[src/conv_mode_pkg.sv]
// Shared constants for the converter control-mode selection block
package conv_mode_pkg;

    // Register bank geometry
    localparam int          REG_COUNT   = 16;
    localparam int          REG_WIDTH   = 16;
    localparam int          ADDR_WIDTH  = 4;

    // Register offsets
    localparam logic [3:0]  MAIN_CONFIGURATION_ADDR = 4'h0;

    // Field positions in the main configuration register
    localparam int          CAL_BIT         = 15;
    localparam int          PHASE_SEL_BIT   = 14;
    localparam int          I_PD_BIT        = 11;
    localparam int          Q_PD_BIT        = 10;
    localparam int          DUAL_EDGE_BIT   = 7;
    localparam int          Q_INPUT_SEL_BIT = 6;

    // Reset value of every configuration register
    localparam logic [15:0] REG_DEFAULT = 16'h0000;

    // Calibration pin qualification counts, in input clock cycles
    localparam int          CAL_CNT_WIDTH = 8;
    localparam logic [7:0]  CAL_LOW_MIN   = 8'h10;
    localparam logic [7:0]  CAL_HIGH_MIN  = 8'h10;

    // Number of output buses carrying one input
    localparam logic [2:0]  BUS_NONE = 3'h0;
    localparam logic [2:0]  BUS_ONE  = 3'h1;
    localparam logic [2:0]  BUS_TWO  = 3'h2;
    localparam logic [2:0]  BUS_FOUR = 3'h4;

    // Data launch phase relative to the output clock
    localparam logic [1:0]  PHASE_DDR_0   = 2'h0;
    localparam logic [1:0]  PHASE_DDR_90  = 2'h1;
    localparam logic [1:0]  PHASE_SDR_RISE = 2'h2;
    localparam logic [1:0]  PHASE_SDR_FALL = 2'h3;

endpackage

[src/converter_mode_control_select.sv]
// Control-mode selection, pin/register merge and calibration trigger
`timescale 1ns/1ps
module converter_mode_control_select (
    // Clock and reset
    input  wire logic        i_clk_sys,
    input  wire logic        i_nrst,
    // Control pins
    input  wire logic        i_extended_control_select_n,
    input  wire logic        i_dual_edge_sel,
    input  wire logic        i_single_bus_select,
    input  wire logic        i_output_phase_select,
    input  wire logic        i_cal_pin,
    input  wire logic        i_i_chan_powerdown,
    input  wire logic        i_q_chan_powerdown,
    // Output data-rate setting from the output stage
    input  wire logic        i_ddr_output,
    // Register port from the serial port logic
    input  wire logic        i_reg_wr_en,
    input  wire logic [3:0]  i_reg_addr,
    input  wire logic [15:0] i_reg_wdata,
    output logic      [15:0] o_reg_rdata,
    // Mode status
    output logic             o_register_control_mode,
    output logic             o_serial_port_enable,
    // Sampling configuration
    output logic             o_dual_edge_mode,
    output logic             o_dual_edge_q_input,
    output logic             o_i_sample_falling,
    output logic             o_q_sample_falling,
    // Output bus configuration
    output logic             o_single_bus,
    output logic             o_half_rate_words,
    output logic      [2:0]  o_i_input_buses,
    output logic      [2:0]  o_q_input_buses,
    output logic      [1:0]  o_i_launch_phase,
    output logic      [1:0]  o_q_launch_phase,
    // Calibration and power down
    output logic             o_cal_start,
    output logic             o_i_powered_down,
    output logic             o_q_powered_down,
    output logic             o_i_bus_oe
);

    typedef enum logic [1:0] {
        CAL_LOW_COUNT,
        CAL_PRIMED,
        CAL_HIGH_COUNT,
        CAL_WAIT_LOW
    } cal_state_t;

    // Synchronised pins and on-chip data-rate setting
    logic [6:0]  pins_s;
    logic        ece_s;
    logic        des_s;
    logic        ndm_s;
    logic        phase_s;
    logic        cal_s;
    logic        pdi_s;
    logic        pdq_s;
    logic        ddr_s;

    // Register bank
    logic [15:0] cfg      [16];
    logic [15:0] next_cfg [16];
    logic [15:0] main_cfg;

    // Merged controls
    logic        reg_mode;
    logic        des_eff;
    logic        qsel_eff;
    logic        phase_eff;
    logic        cal_eff;
    logic        pdi_eff;
    logic        pdq_eff;

    // Calibration detector
    cal_state_t  cal_state;
    cal_state_t  next_cal_state;
    logic [7:0]  cal_cnt;
    logic [7:0]  next_cal_cnt;
    logic        next_cal_start;

    // Next output values
    logic [15:0] next_rdata;
    logic        next_reg_mode;
    logic        next_des;
    logic        next_qsel;
    logic        next_single;
    logic [2:0]  next_i_buses;
    logic [2:0]  next_q_buses;
    logic [1:0]  next_phase;
    logic        next_pdi;
    logic        next_pdq;

    pin_sync #(
        .WIDTH (7)
    ) u_pin_sync (
        .i_clk_sys (i_clk_sys),
        .i_nrst    (i_nrst),
        .i_async   ({i_extended_control_select_n, i_dual_edge_sel,
                     i_single_bus_select, i_output_phase_select,
                     i_cal_pin, i_i_chan_powerdown, i_q_chan_powerdown}),
        .o_sync    (pins_s)
    );

    // Split synchronised pins; data-rate setting is on-chip, same clock
    assign {ece_s, des_s, ndm_s, phase_s, cal_s, pdi_s, pdq_s} = pins_s;
    assign ddr_s = i_ddr_output;

    // Register bank next values
    always_comb begin
        main_cfg = cfg[conv_mode_pkg::MAIN_CONFIGURATION_ADDR];
        next_cfg = cfg;
        if (ece_s) begin
            next_cfg = '{default: conv_mode_pkg::REG_DEFAULT};
        end else if (i_reg_wr_en) begin
            next_cfg[i_reg_addr] = i_reg_wdata;
        end
        next_rdata = cfg[i_reg_addr];
    end

    // Register bank storage
    always_ff @(posedge i_clk_sys or negedge i_nrst) begin
        if (!i_nrst) begin
            cfg <= '{default: conv_mode_pkg::REG_DEFAULT};
        end else begin
            cfg <= next_cfg;
        end
    end

    // Merge pins with register bits
    always_comb begin
        // select pin high is pin mode
        reg_mode  = !ece_s;
        des_eff   = des_s |
                    (reg_mode & main_cfg[conv_mode_pkg::DUAL_EDGE_BIT]);
        // Q select only in register mode
        qsel_eff  = reg_mode & main_cfg[conv_mode_pkg::Q_INPUT_SEL_BIT];
        phase_eff = phase_s |
                    (reg_mode & main_cfg[conv_mode_pkg::PHASE_SEL_BIT]);
        cal_eff   = cal_s | (reg_mode & main_cfg[conv_mode_pkg::CAL_BIT]);
        pdi_eff   = pdi_s | (reg_mode & main_cfg[conv_mode_pkg::I_PD_BIT]);
        pdq_eff   = pdq_s | (reg_mode & main_cfg[conv_mode_pkg::Q_PD_BIT]);
    end

    // Calibration pulse qualification
    always_comb begin
        next_cal_state = cal_state;
        next_cal_cnt   = cal_cnt;
        next_cal_start = 1'b0;
        // low for minimum, then high for minimum
        unique case (cal_state)
            CAL_LOW_COUNT: begin
                if (cal_eff) begin
                    next_cal_cnt = '0;
                end else if (cal_cnt + 8'h01 >=
                             conv_mode_pkg::CAL_LOW_MIN) begin
                    next_cal_state = CAL_PRIMED;
                    next_cal_cnt   = '0;
                end else begin
                    next_cal_cnt = cal_cnt + 8'h01;
                end
            end
            CAL_PRIMED: begin
                if (cal_eff) begin
                    next_cal_state = CAL_HIGH_COUNT;
                    next_cal_cnt   = 8'h01;
                end
            end
            CAL_HIGH_COUNT: begin
                if (!cal_eff) begin
                    next_cal_state = CAL_LOW_COUNT;
                    next_cal_cnt   = 8'h01;
                end else if (cal_cnt + 8'h01 >=
                             conv_mode_pkg::CAL_HIGH_MIN) begin
                    next_cal_state = CAL_WAIT_LOW;
                    next_cal_cnt   = '0;
                    next_cal_start = 1'b1;
                end else begin
                    next_cal_cnt = cal_cnt + 8'h01;
                end
            end
            CAL_WAIT_LOW: begin
                // Held high in normal use, so no retrigger until low
                if (!cal_eff) begin
                    next_cal_state = CAL_LOW_COUNT;
                    next_cal_cnt   = 8'h01;
                end
            end
        endcase
    end

    // Calibration detector registers
    always_ff @(posedge i_clk_sys or negedge i_nrst) begin
        if (!i_nrst) begin
            cal_state   <= CAL_LOW_COUNT;
            cal_cnt     <= '0;
            o_cal_start <= 1'b0;
        end else begin
            cal_state   <= next_cal_state;
            cal_cnt     <= next_cal_cnt;
            o_cal_start <= next_cal_start;
        end
    end

    // Output configuration decode
    always_comb begin
        next_reg_mode = reg_mode;
        next_des      = des_eff;
        next_qsel     = des_eff & qsel_eff;
        next_pdi      = pdi_eff;
        next_pdq      = pdq_eff;
        next_single   = ndm_s;
        if (des_eff) begin
            next_i_buses = qsel_eff ? conv_mode_pkg::BUS_NONE :
                           (ndm_s ? conv_mode_pkg::BUS_TWO :
                                    conv_mode_pkg::BUS_FOUR);
            next_q_buses = !qsel_eff ? conv_mode_pkg::BUS_NONE :
                           (ndm_s ? conv_mode_pkg::BUS_TWO :
                                    conv_mode_pkg::BUS_FOUR);
        end else begin
            next_i_buses = pdi_eff ? conv_mode_pkg::BUS_NONE :
                           (ndm_s ? conv_mode_pkg::BUS_ONE :
                                    conv_mode_pkg::BUS_TWO);
            next_q_buses = pdq_eff ? conv_mode_pkg::BUS_NONE :
                           (ndm_s ? conv_mode_pkg::BUS_ONE :
                                    conv_mode_pkg::BUS_TWO);
        end
        if (ddr_s) begin
            next_phase = phase_eff ? conv_mode_pkg::PHASE_DDR_90 :
                                     conv_mode_pkg::PHASE_DDR_0;
        end else begin
            next_phase = phase_eff ? conv_mode_pkg::PHASE_SDR_FALL :
                                     conv_mode_pkg::PHASE_SDR_RISE;
        end
    end

    // Output registers
    always_ff @(posedge i_clk_sys or negedge i_nrst) begin
        if (!i_nrst) begin
            o_reg_rdata             <= '0;
            o_register_control_mode <= 1'b0;
            o_serial_port_enable    <= 1'b0;
            o_dual_edge_mode        <= 1'b0;
            o_dual_edge_q_input     <= 1'b0;
            o_i_sample_falling      <= 1'b0;
            o_q_sample_falling      <= 1'b0;
            o_single_bus            <= 1'b0;
            o_half_rate_words       <= 1'b1;
            o_i_input_buses         <= conv_mode_pkg::BUS_TWO;
            o_q_input_buses         <= conv_mode_pkg::BUS_TWO;
            o_i_launch_phase        <= conv_mode_pkg::PHASE_SDR_RISE;
            o_q_launch_phase        <= conv_mode_pkg::PHASE_SDR_RISE;
            o_i_powered_down        <= 1'b0;
            o_q_powered_down        <= 1'b0;
            o_i_bus_oe              <= 1'b0;
        end else begin
            o_reg_rdata             <= next_rdata;
            o_register_control_mode <= next_reg_mode;
            // serial port off in pin mode
            o_serial_port_enable    <= next_reg_mode;
            o_dual_edge_mode        <= next_des;
            o_dual_edge_q_input     <= next_qsel;
            // I on rising, Q on falling edge in dual-edge mode
            o_i_sample_falling      <= 1'b0;
            o_q_sample_falling      <= next_des;
            o_single_bus            <= next_single;
            // demux words leave at half rate
            o_half_rate_words       <= !next_single;
            o_i_input_buses         <= next_i_buses;
            o_q_input_buses         <= next_q_buses;
            o_i_launch_phase        <= next_phase;
            o_q_launch_phase        <= next_phase;
            o_i_powered_down        <= next_pdi;
            o_q_powered_down        <= next_pdq;
            // I buses float while I powered down
            o_i_bus_oe              <= !next_pdi;
        end
    end

    // Checks on the decoded configuration
    pin_mode_serial_a: assert property (
        @(posedge i_clk_sys) disable iff (!i_nrst)
        ece_s |=> !o_serial_port_enable && !o_register_control_mode)
        else $error("serial port active in pin mode");
    reg_default_a: assert property (
        @(posedge i_clk_sys) disable iff (!i_nrst)
        ece_s |=> main_cfg == conv_mode_pkg::REG_DEFAULT)
        else $error("registers not restored in pin mode");
    des_pin_a: assert property (
        @(posedge i_clk_sys) disable iff (!i_nrst)
        des_s |=> o_dual_edge_mode && o_q_sample_falling)
        else $error("dual-edge pin ignored");
    q_pin_mode_a: assert property (
        @(posedge i_clk_sys) disable iff (!i_nrst)
        o_dual_edge_q_input |-> o_register_control_mode)
        else $error("Q input chosen in pin mode");
    des_bit_a: assert property (
        @(posedge i_clk_sys) disable iff (!i_nrst)
        !ece_s && main_cfg[conv_mode_pkg::DUAL_EDGE_BIT] |=> o_dual_edge_mode)
        else $error("dual-edge bit ignored");
    demux_pin_a: assert property (
        @(posedge i_clk_sys) disable iff (!i_nrst)
        ##1 o_single_bus == $past(ndm_s))
        else $error("demux not following its pin");
    des_buses_a: assert property (
        @(posedge i_clk_sys) disable iff (!i_nrst)
        o_dual_edge_mode && !o_dual_edge_q_input && !o_single_bus
        |-> o_i_input_buses == conv_mode_pkg::BUS_FOUR &&
            o_q_input_buses == conv_mode_pkg::BUS_NONE)
        else $error("wrong bus count in dual-edge demux");
    phase_equal_a: assert property (
        @(posedge i_clk_sys) disable iff (!i_nrst)
        o_i_launch_phase == o_q_launch_phase)
        else $error("channel phases differ");
    cal_pulse_a: assert property (
        @(posedge i_clk_sys) disable iff (!i_nrst)
        o_cal_start |-> $past(cal_eff) && $past(cal_eff, 2) ##1 !o_cal_start)
        else $error("bad calibration start pulse");
    cal_or_a: assert property (
        @(posedge i_clk_sys) disable iff (!i_nrst)
        !ece_s && main_cfg[conv_mode_pkg::CAL_BIT] |-> cal_eff)
        else $error("calibration bit not merged");
    pd_float_a: assert property (
        @(posedge i_clk_sys) disable iff (!i_nrst)
        !ece_s && main_cfg[conv_mode_pkg::I_PD_BIT]
        |=> o_i_powered_down && !o_i_bus_oe)
        else $error("I buses driven while powered down");

endmodule

[src/pin_sync.sv]
// Two-stage synchroniser for a group of static control pins
`timescale 1ns/1ps
module pin_sync #(
    parameter int WIDTH = 1
) (
    // Clock and reset
    input  wire logic             i_clk_sys,
    input  wire logic             i_nrst,
    // Pins and synchronised copy
    input  wire logic [WIDTH-1:0] i_async,
    output logic      [WIDTH-1:0] o_sync
);

    logic [WIDTH-1:0] stage1;
    logic [WIDTH-1:0] next_stage1;
    logic [WIDTH-1:0] next_sync;

    // First stage feeds only the second stage
    always_comb begin
        next_stage1 = i_async;
        next_sync   = stage1;
    end

    // Register both stages
    always_ff @(posedge i_clk_sys or negedge i_nrst) begin
        if (!i_nrst) begin
            stage1 <= '0;
            o_sync <= '0;
        end else begin
            stage1 <= next_stage1;
            o_sync <= next_sync;
        end
    end

endmodule

[config.mk]
export PLATFORM = sky130hd
export DESIGN_NAME = converter_mode_control_select
export DESIGN_NICKNAME = d
export VERILOG_FILES = /design/src/conv_mode_pkg.sv /design/src/converter_mode_control_select.sv /design/src/pin_sync.sv
export SDC_FILE = /design/constraint.sdc
export NUM_CORES = 1
export LEC_CHECK = 0
export ABC_AREA = 1
export BUFFER_PORTS_ARGS = -buffer_cell sky130_fd_sc_hd__buf_2
export CORE_AREA = 5 5 258 184
export CTS_BUF_LIST = sky130_fd_sc_hd__clkbuf_16
export CTS_CLUSTER_DIAMETER = 80
export DETAILED_ROUTE_END_ITERATION = 16
export DIE_AREA = 0 0 263 189
export PLACE_DENSITY_LB_ADDON = 0.1
export SLEW_MARGIN = 20
export SYNTH_ARGS = -nofsm -noshare
export SYNTH_HDL_FRONTEND = slang
export SYNTH_SLANG_ARGS = --single-unit
[constraint.sdc]
create_clock -name i_clk_sys -period 1.5 [get_ports i_clk_sys]
set_input_delay 0 -clock i_clk_sys [delete_from_list [all_inputs] [get_ports i_clk_sys]]
set_output_delay 0 -clock i_clk_sys [all_outputs]
set_load 0.02 [all_outputs]
# Word-level counts from Yosys, hierarchy flattened
# Index checks and enable logic that the tools add are counted.
# totals
out_inout_bits	38
wordCells	101
reg_bits	313
inputBits	31
# op_classes
muxes	35
addsub	1
n_bitwise	13
n_reduce_logical	8
eq_ne	8
order_cmp	3
# op_table
op	n
$mux W256	2
$bwmux W256	1
$bmux W16 S4	1
$demux W16 S4	1
$mux W16	3
$mux W8	5
$pmux W8 S4	1
$mux W2	9
$mux W3	6
$add A8 B1 Y8 const B	1
$ge A8 B5 Y1 const B	1
$ne A2 B2 Y1 const B	4
$pmux W2 S4	1
$and A1 B1 Y1	7
$ge A5 B5 Y1 const B	1
$lt A5 B1 Y1 const B	1
$mux W1	5
$not A4 Y5	1
$or A1 B1 Y1	5
$reduce_and A5 Y1	1
$eq A2 B2 Y1 const B	2
$logic_not A1 Y1	3
$ne A3 B3 Y1 const B	1
$eq A2 B1 Y1 const B	1
other kinds (4)	4

# Longest topological paths before layout
# Gate-level depths: netlist of the first run.
# logic_depth
ltp_word	8
ltp_mapped	9
ltp_nobuf	9

# Modules after synthesis
# Synthesis of the first run repeated with hierarchy kept, for this count alone.
# unflattened
hier_cells	1388
hier_area_um2	13221.4
# modules_own_cells
module	area_each_um2	seq_area_each_um2	cells_each	n_inst
converter_mode_control_select	12871.1	7487.2	1374	1
pin_sync	350.3	350.3	14	1

# Least setup slack after synthesis of the first run
# Ideal clock, no wire load.
# synth_path
kind	register -> register
from	reg u_pin_sync.o_sync[6]
to	reg cfg[229] in the netlist's numbering
n_path_buf	2
t_arrival_ps	1236
setup_ps	77
stages_incl_launch_ff	6
required_ps	1423
path_slack_ps	187
synth_period_minus_slack_ps	1313
path_cell_list	dfrtp_1 -> inv_2 -> clkbuf_1 -> buf_1 -> nand3_1 -> o21ai_1
# synth_between
elab_chain_len	1
elab_cells_between_ends	2
classes_between	mux (1); reduce/logical (1)
# synth_rtl
item	line	source
start: declaration	pin_sync.sv:11	output logic [WIDTH-1:0] o_sync
start signal: assignment	pin_sync.sv:31	o_sync <= next_sync;
$mux W256 / $reduce_bool A2 Y1 (equally long branches)	n/a	
end signal: assignment	converter_mode_control_select.sv:127	cfg <= next_cfg;
end: declaration	converter_mode_control_select.sv:63	logic [15:0] cfg [16];
# Parallel ways exist; a longest one is shown, timed or not.
# A chain may end at the register's enable or synchronous reset.

# Final worst setup path of the first run
# layout_path
from	reg u_pin_sync.o_sync[6]
to	reg cfg[81] in the netlist's numbering
# The elaborated chain is that of the path after synthesis.

==> results of run 1 <==
## cells in the mapped netlist
cell type / number
nand3_1: 149
o21a_1: 1
inv_1: 184
nand2_2: 23
o21ai_0: 106
nor2_1: 26
buf_1: 11
o21bai_1: 1
buf_6: 4
buf_4: 8
o22ai_1: 194
nor2_4: 3
nand2_1: 131
dfstp_2: 4
a21oi_1: 6
conb_1: 1
buf_2: 36
ha_1: 1
a22oi_1: 64
dfrtp_1: 309
o21ai_1: 57
nand4_1: 3
clkbuf_1: 40
xor2_1: 1
inv_2: 13
nor2_2: 13
## area by class of cell
| type | count | area, um2 |
|---|---|---|
| fill | 4543 | 28400 |
| sequential | 313 | 7840 |
| timing repair buffer | 159 | 1510 |
| clock buffer | 37 | 926 |
| multi-input combinational | 780 | 4280 |
| tap | 603 | 754 |
| inverter | 197 | 742 |
| clock inverter | 24 | 156 |
## power by group
part / internal [uW] / leakage [uW] / switching, uW
Sequential: 8590 / 0.00429 / 63.5
Combinational: 459 / 0.00237 / 1000
Clock: 4780 / 0.000551 / 3490
Total: 13800 / 0.00721 / 4560
## metrics by stage
stage | util [%] | cell area (um2)
6_report | 36.3 | 16200
5_1_grt | 36.3 | 16200
4_1_cts | 35.8 | 16000
3_5_place_dp | 32.8 | 14700
3_3_place_gp | 32.8 | 14700
2_1_floorplan | - | 13200
## cell families after synthesis
| family | synth area share, % |
|---|---|
| compound gates | 19.3 |
| buf+inv | 9.18 |
| xor+xnor | 0.0661 |
| other cells | 0.0283 |
| simple gates | 12.2 |
| fa+ha+maj | 0.0944 |
| flops | 59.2 |
## worst max-delay path: stages, from the launching register on
cell and delay, ns:
dfrtp_1 0.41, buf_4 0.16, nor2_4 0.14, clkbuf_16 0.19, nand2_1 0.05, buf_4 0.19
o22ai_1 0.20
## layer usage
layer / vias to the layer above / GRT usage (%)
met3: 43 / 2.56
met4: 0 / 3.40
met2: 255 / 23.2
met1: 5465 / 26.0
met5: - / 0
li1: 4984 / -
## worst paths after layout
check                                             startpoint                             end  slack [ns]  cells after the start
setup / recovery              u_pin_sync.o_sync[6]$_DFF_PN0_             cfg[81]$_DFFE_PN0P_        0.06                      6
hold / removal                                 i_reg_addr[2]        o_reg_rdata[6]$_DFF_PN0_        0.08                      5
setup reg to reg              u_pin_sync.o_sync[6]$_DFF_PN0_             cfg[81]$_DFFE_PN0P_        0.06                      6
hold reg to reg            u_pin_sync.next_sync[4]$_DFF_PN0_  u_pin_sync.o_sync[4]$_DFF_PN0_        0.35                      0
max in group asynchronous                             i_nrst             cfg[35]$_DFFE_PN0P_        0.95                      3
min in group asynchronous                             i_nrst         main_cfg[2]$_DFFE_PN0P_        0.11                      3
## registers in the layout, summed over array words and instances (netlist names)
name                  count
o_q_launch_phase          2
o_cal_start               1
o_q_input_buses           3
o_single_bus              1
o_q_powered_down          1
main_cfg                 16
o_i_powered_down          1
o_dual_edge_q_input       1
cfg                     240
o_q_sample_falling        1
o_half_rate_words         1
u_pin_sync.o_sync         7
u_pin_sync.next_sync      7
cal_state                 2
cal_cnt                   8
o_i_input_buses           3
o_i_bus_oe                1
o_serial_port_enable      1
o_reg_rdata              16
## what timing repair did
action                     4_1_cts  5_1_grt
hold buffers                    22        4
gates resized for setup          0       30
setup buffers                    0        5
hold endpoints to repair       388       61
setup endpoints to repair        0      170
==> results_dict.tcl, run 1 <==
set metrics [dict create \
    status "finished, final reports clean" \
    final_hold_viol_count 0 \
    drc_errors 0 \
    fin_nets 1517 \
    cp.arrival_ns 1.87 \
    grt_max_degree 59 \
    die_x_um 263 \
    rsz0062_at_grt "true" \
    final_common_cell "dfrtp_1" \
    yosys_warnings 0 \
    core_um2 44600 \
    overflow 0 \
    hold_class "input port to flip-flop" \
    hold_slack_ns 0.0842 \
    tns_ns 0 \
    antenna_cells 0 \
    max_clock_freq_mhz 696 \
    die_y_um 189 \
    synth_top_cell_by_area "dfrtp_1" \
    cts_buffer_depth 3 \
    placedCellCount 2019 \
    syn2layout_area_growth_pct 22.3 \
    gp_congestion 0.766 \
    path_max_fanout 16 \
    die-area_um2 49700 \
    tightestPinTransition_ns 0.722 \
    met3_length_um 1830 \
    slew_violations 0 \
    htree_levels 2 \
    grt_pass1_vias 10800 \
    cp-end-kind "flip-flop" \
    dpl.hpwl_um 27600 \
    worstSkewPairLatency_ns 0.52 \
    num_rows 65 \
    path_clk_slew_ns 0.06 \
    grtUsageTotal_pct 16.3 \
    drt_first_pass_iters 5 \
    portBuffers 67 \
    drv_cap 0 \
    fin_worst_skew_ns 0.0150 \
    antenna_found_initial 0 \
    wl_met1_um 21600 \
    ys_ff_latch 313 \
    totalWireLength_um 41100 \
    relSlewSlack_pct 51.9 \
    start_util_pct 29.7 \
    setup_viol 0 \
    routedWlPerCell_um 19.5 \
    cts-root-buf "clkbuf_16" \
    synth_top_area_share_pct 58.4 \
    synth_area_um2 13200 \
    fin_crit_sh_pct 95.8 \
    ys_seq_area_share_pct 59.2 \
    top_layer_used "met4" \
    dpl_worst_slack_ns -0.0537 \
    ant_nets 0 \
    final_cells 2113 \
    post-route-min-period_ns 1.44 \
    routed_via_density 5.09 \
    peakVddDrop_uv 643 \
    synth.distinct_cells 26 \
    drtIter0Drc 792 \
    pwr_density_cell_nw_per_um2 1140 \
    layout_common_cells "dfrtp_1 (309), o22ai_1 (192), inv_1 (187), nand3_1 (148), nand2_1 (130)" \
    power.static_leakage_uw 0.00721 \
    layout_setup_ws_ns 0.0633 \
    ys_top_cells_by_area "dfrtp_1 (58%), o22ai_1 (9.2%), nand3_1 (5.6%), inv_1 (5.2%), o21ai_0 (4.0%)" \
    drive_above_1_share_pct 16.2 \
    dr_wl_met2_um 17100 \
    dr_total_vias 10700 \
    totalPowerFinal_uw 18400 \
    boundaryPins 69 \
    critical_path_required_ns 1.93 \
    cts_tree "done" \
    grt_pass1_wl_um 65500 \
    syn_area_per_cell_um2 9.54 \
    numCtsBuffers 34 \
    start_kind "flip-flop" \
    syn_inst 1389 \
    path_class "flip-flop to flip-flop" \
    syn-num-nets 1421 \
    cts.sinks 313 \
]
(Power assumes the default switching activity.)
==> run 2, diff against run 1 <==
--- a/config.mk
+++ b/config.mk
@@ -5,13 +5,12 @@
 export SDC_FILE = /design/constraint.sdc
 export NUM_CORES = 1
 export LEC_CHECK = 0
-export ABC_AREA = 1
 export BUFFER_PORTS_ARGS = -buffer_cell sky130_fd_sc_hd__buf_2
-export CORE_AREA = 5 5 258 184
+export CORE_AREA = 5 5 262 188
 export CTS_BUF_LIST = sky130_fd_sc_hd__clkbuf_16
 export CTS_CLUSTER_DIAMETER = 80
 export DETAILED_ROUTE_END_ITERATION = 16
-export DIE_AREA = 0 0 263 189
+export DIE_AREA = 0 0 267 193
 export PLACE_DENSITY_LB_ADDON = 0.1
 export SLEW_MARGIN = 20
 export SYNTH_ARGS = -nofsm -noshare
==> results_dict.tcl, run 2 <==
set metrics [dict create \
    synth_common_cells "dfrtp_1 (309), nor2_1 (131), a22o_1 (120), mux2i_1 (104), mux4_2 (80)" \
    cts.sinks 313 \
    status "complete, but fails checks" \
    cts_tree "done" \
    grt_max_degree 126 \
    num_rows 67 \
    seqCellArea_um2 7840 \
    tns_ns -0.317 \
    layout_setup_ws_ns -0.0642 \
    gr-usage-met1_pct 26.6 \
    antenna_found_initial 1 \
    start_kind "flip-flop" \
    max_clock_freq_mhz 639 \
    synth_top_cell_by_area "dfrtp_1" \
    routed_via_density 4.88 \
    totalWireLength_um 40500 \
    regToRegStartpoint "cfg[185]$_DFFE_PN0P_" \
    grt_pass1_vias 9557 \
    fin_worst_skew_ns 0.0160 \
    violations "negative setup slack" \
    synth.distinct_cells 48 \
    startpoint "cfg[185]$_DFFE_PN0P_" \
    power.static_leakage_uw 0.00808 \
    dpl.hpwl_um 28100 \
    dr_total_vias 9136 \
    slew_violations 0 \
    relSlewSlack_pct 56.1 \
    endpoint "o_reg_rdata[9]$_DFF_PN0_" \
    worstSkewPairLatency_ns 0.54 \
    grtUsageTotal_pct 15.8 \
    yosys_warnings 0 \
    fin_area_um2 17400 \
    ys_ff_latch 313 \
    overflow 0 \
    critical_path_required_ns 1.90 \
    synth_edf_count 0 \
    r2r_slack_ns -0.06 \
    drive_above_1_share_pct 30.0 \
    post-route-min-period_ns 1.56 \
    nFillCells 4547 \
    fin_nets 1256 \
    path_max_fanout 2 \
    syn_area_per_cell_um2 13.3 \
    hold_class "input port to asynchronous set/reset pin" \
    syn-num-nets 1067 \
    synth_most_common_cell "dfrtp_1" \
    core_um2 46800 \
    largest_register_ffs 240 \
    syn2layout_area_growth_pct 26.5 \
    peakVddDrop_uv 613 \
    regMostFlops "cfg" \
    drtIter0Drc 601 \
    cts_buffer_depth 3 \
    grt_busiest_layer "met1" \
    gp_congestion 0.785 \
    syn_inst 1035 \
    routedWlPerCell_um 21.6 \
    r2r-end "o_reg_rdata[9]$_DFF_PN0_" \
    path_clk_slew_ns 0.06 \
    path_class "flip-flop to flip-flop" \
    rr_worst_depth 2 \
    fin_crit_sh_pct 104 \
    die_x_um 267 \
    dpl_worst_slack_ns -0.203 \
    ys_top_cells_by_area "dfrtp_1 (56%), mux4_2 (13%), a22o_1 (7.6%), mux2i_1 (7.6%), nor2_1 (3.6%)" \
    ys.flop_type "dfrtp_1" \
    die_y_um 193 \
    multiInputGateArea_um2 5520 \
    met3_usage_pct 2.82 \
    synth_area_um2 13800 \
    portBuffers 67 \
    boundaryPins 69 \
    cp.arrival_ns 1.97 \
    layout_common_cells "dfrtp_1 (308), nor2_1 (129), a22o_1 (120), buf_4 (114), mux2i_1 (104)" \
    ant_nets 0 \
    placed_area_um2 15800 \
    die-area_um2 51500 \
    setup_viol 15 \
    tightestPinTransition_ns 0.656 \
    drc_errors 0 \
    cp-end-kind "flip-flop" \
    synth_top_area_share_pct 56.2 \
    rsz0062_at_grt "true" \
    numCtsBuffers 37 \
    drt_first_pass_iters 5 \
    drv_cap 0 \
    final_hold_viol_count 0 \
    pwr_density_cell_nw_per_um2 1080 \
    grtUsageMet2_pct 20.9 \
    htree_levels 2 \
    final_common_cell "dfrtp_1" \
    grt_pass1_wl_um 63100 \
    start_util_pct 29.4 \
    cts-root-buf "clkbuf_16" \
    ys_seq_area_share_pct 57.0 \
    async_flop_share_pct 100 \
]
-- run 2: worst min-delay path by stage --
| stage | endpoint | slack [ns] |
|---|---|---|
| 2_1_floorplan | cal_cnt[0]$_DFFE_PN0P_ | -0.30 |
| 3_3_place_gp | o_q_sample_falling$_DFF_PN0_ | -0.10 |
| 3_5_place_dp | o_q_sample_falling$_DFF_PN0_ | -0.1 |
| 4_1_cts | o_i_input_buses[1]$_DFF_PN1_ | 0.06 |
| 5_1_grt | o_i_input_buses[1]$_DFF_PN1_ | 0.08 |
| 6_report | o_i_input_buses[1]$_DFF_PN1_ | 0.08 |
-- run 2: report_power, final --
part	switching, uW	total, uW	internal (uW)
sequential	85.5	8680	8590
clock	3640	8640	5000
combinational	927	1550	627
-- run 2: critical path: stages, from the launching register on --
cell     delay (ns)
dfrtp_1        0.40
mux4_2         0.55
mux4_2         0.48
-- run 2: logic make-up after synthesis --
logic type,synth area share (%)
flip-flops,57.0
AND/OR/NAND/NOR,8.75
multiplexers,20.7
AO/OA/AOI/OAI,10.1
buffers and inverters,3.33
adder cells (fa/ha/maj),0.0910
other,0.0273
-- run 2: cell type report --
type,count,area share (%)
Antenna cell,2,0.0288
Clock buffer,37,5.32
Clock inverter,28,1.26
Inverter,7,0.158
Multi-Input combinational cell,629,31.7
Sequential cell,313,45.1
Tap cell,621,4.47
Timing Repair Buffer,236,12.0
-- run 2: repair_timing --
action / CTS / global route
buffers inserted: 7 / 4
cloned: 0 / 1
endpoints found under the setup margin: 45 / 38
resized for setup: 7 / 10
pin swaps: 3 / 6
endpoints found under the hold margin: 457 / 0
hold buffers: 26 / 0
-- run 2: per-stage QoR --
stage          hold WS (ns)  cells  utilization, %  power, uW
3_3_place_gp         -0.101   1768            33.8      10300
3_5_place_dp        -0.0980   1768            33.8      10300
4_1_cts              0.0646   1866            37.0      19200
2_1_floorplan        -0.296   1035               -       9530
5_1_grt              0.0835   1872            37.2      19700
6_report             0.0832   1873            37.2      18900
-- run 2: layer usage --
metal | wire length, um | vias up
met2 | 16100 | 162
met4 | 528 | 0
met5 | 0 | -
li1 | - | 4168
met1 | 22200 | 4764
met3 | 1710 | 42
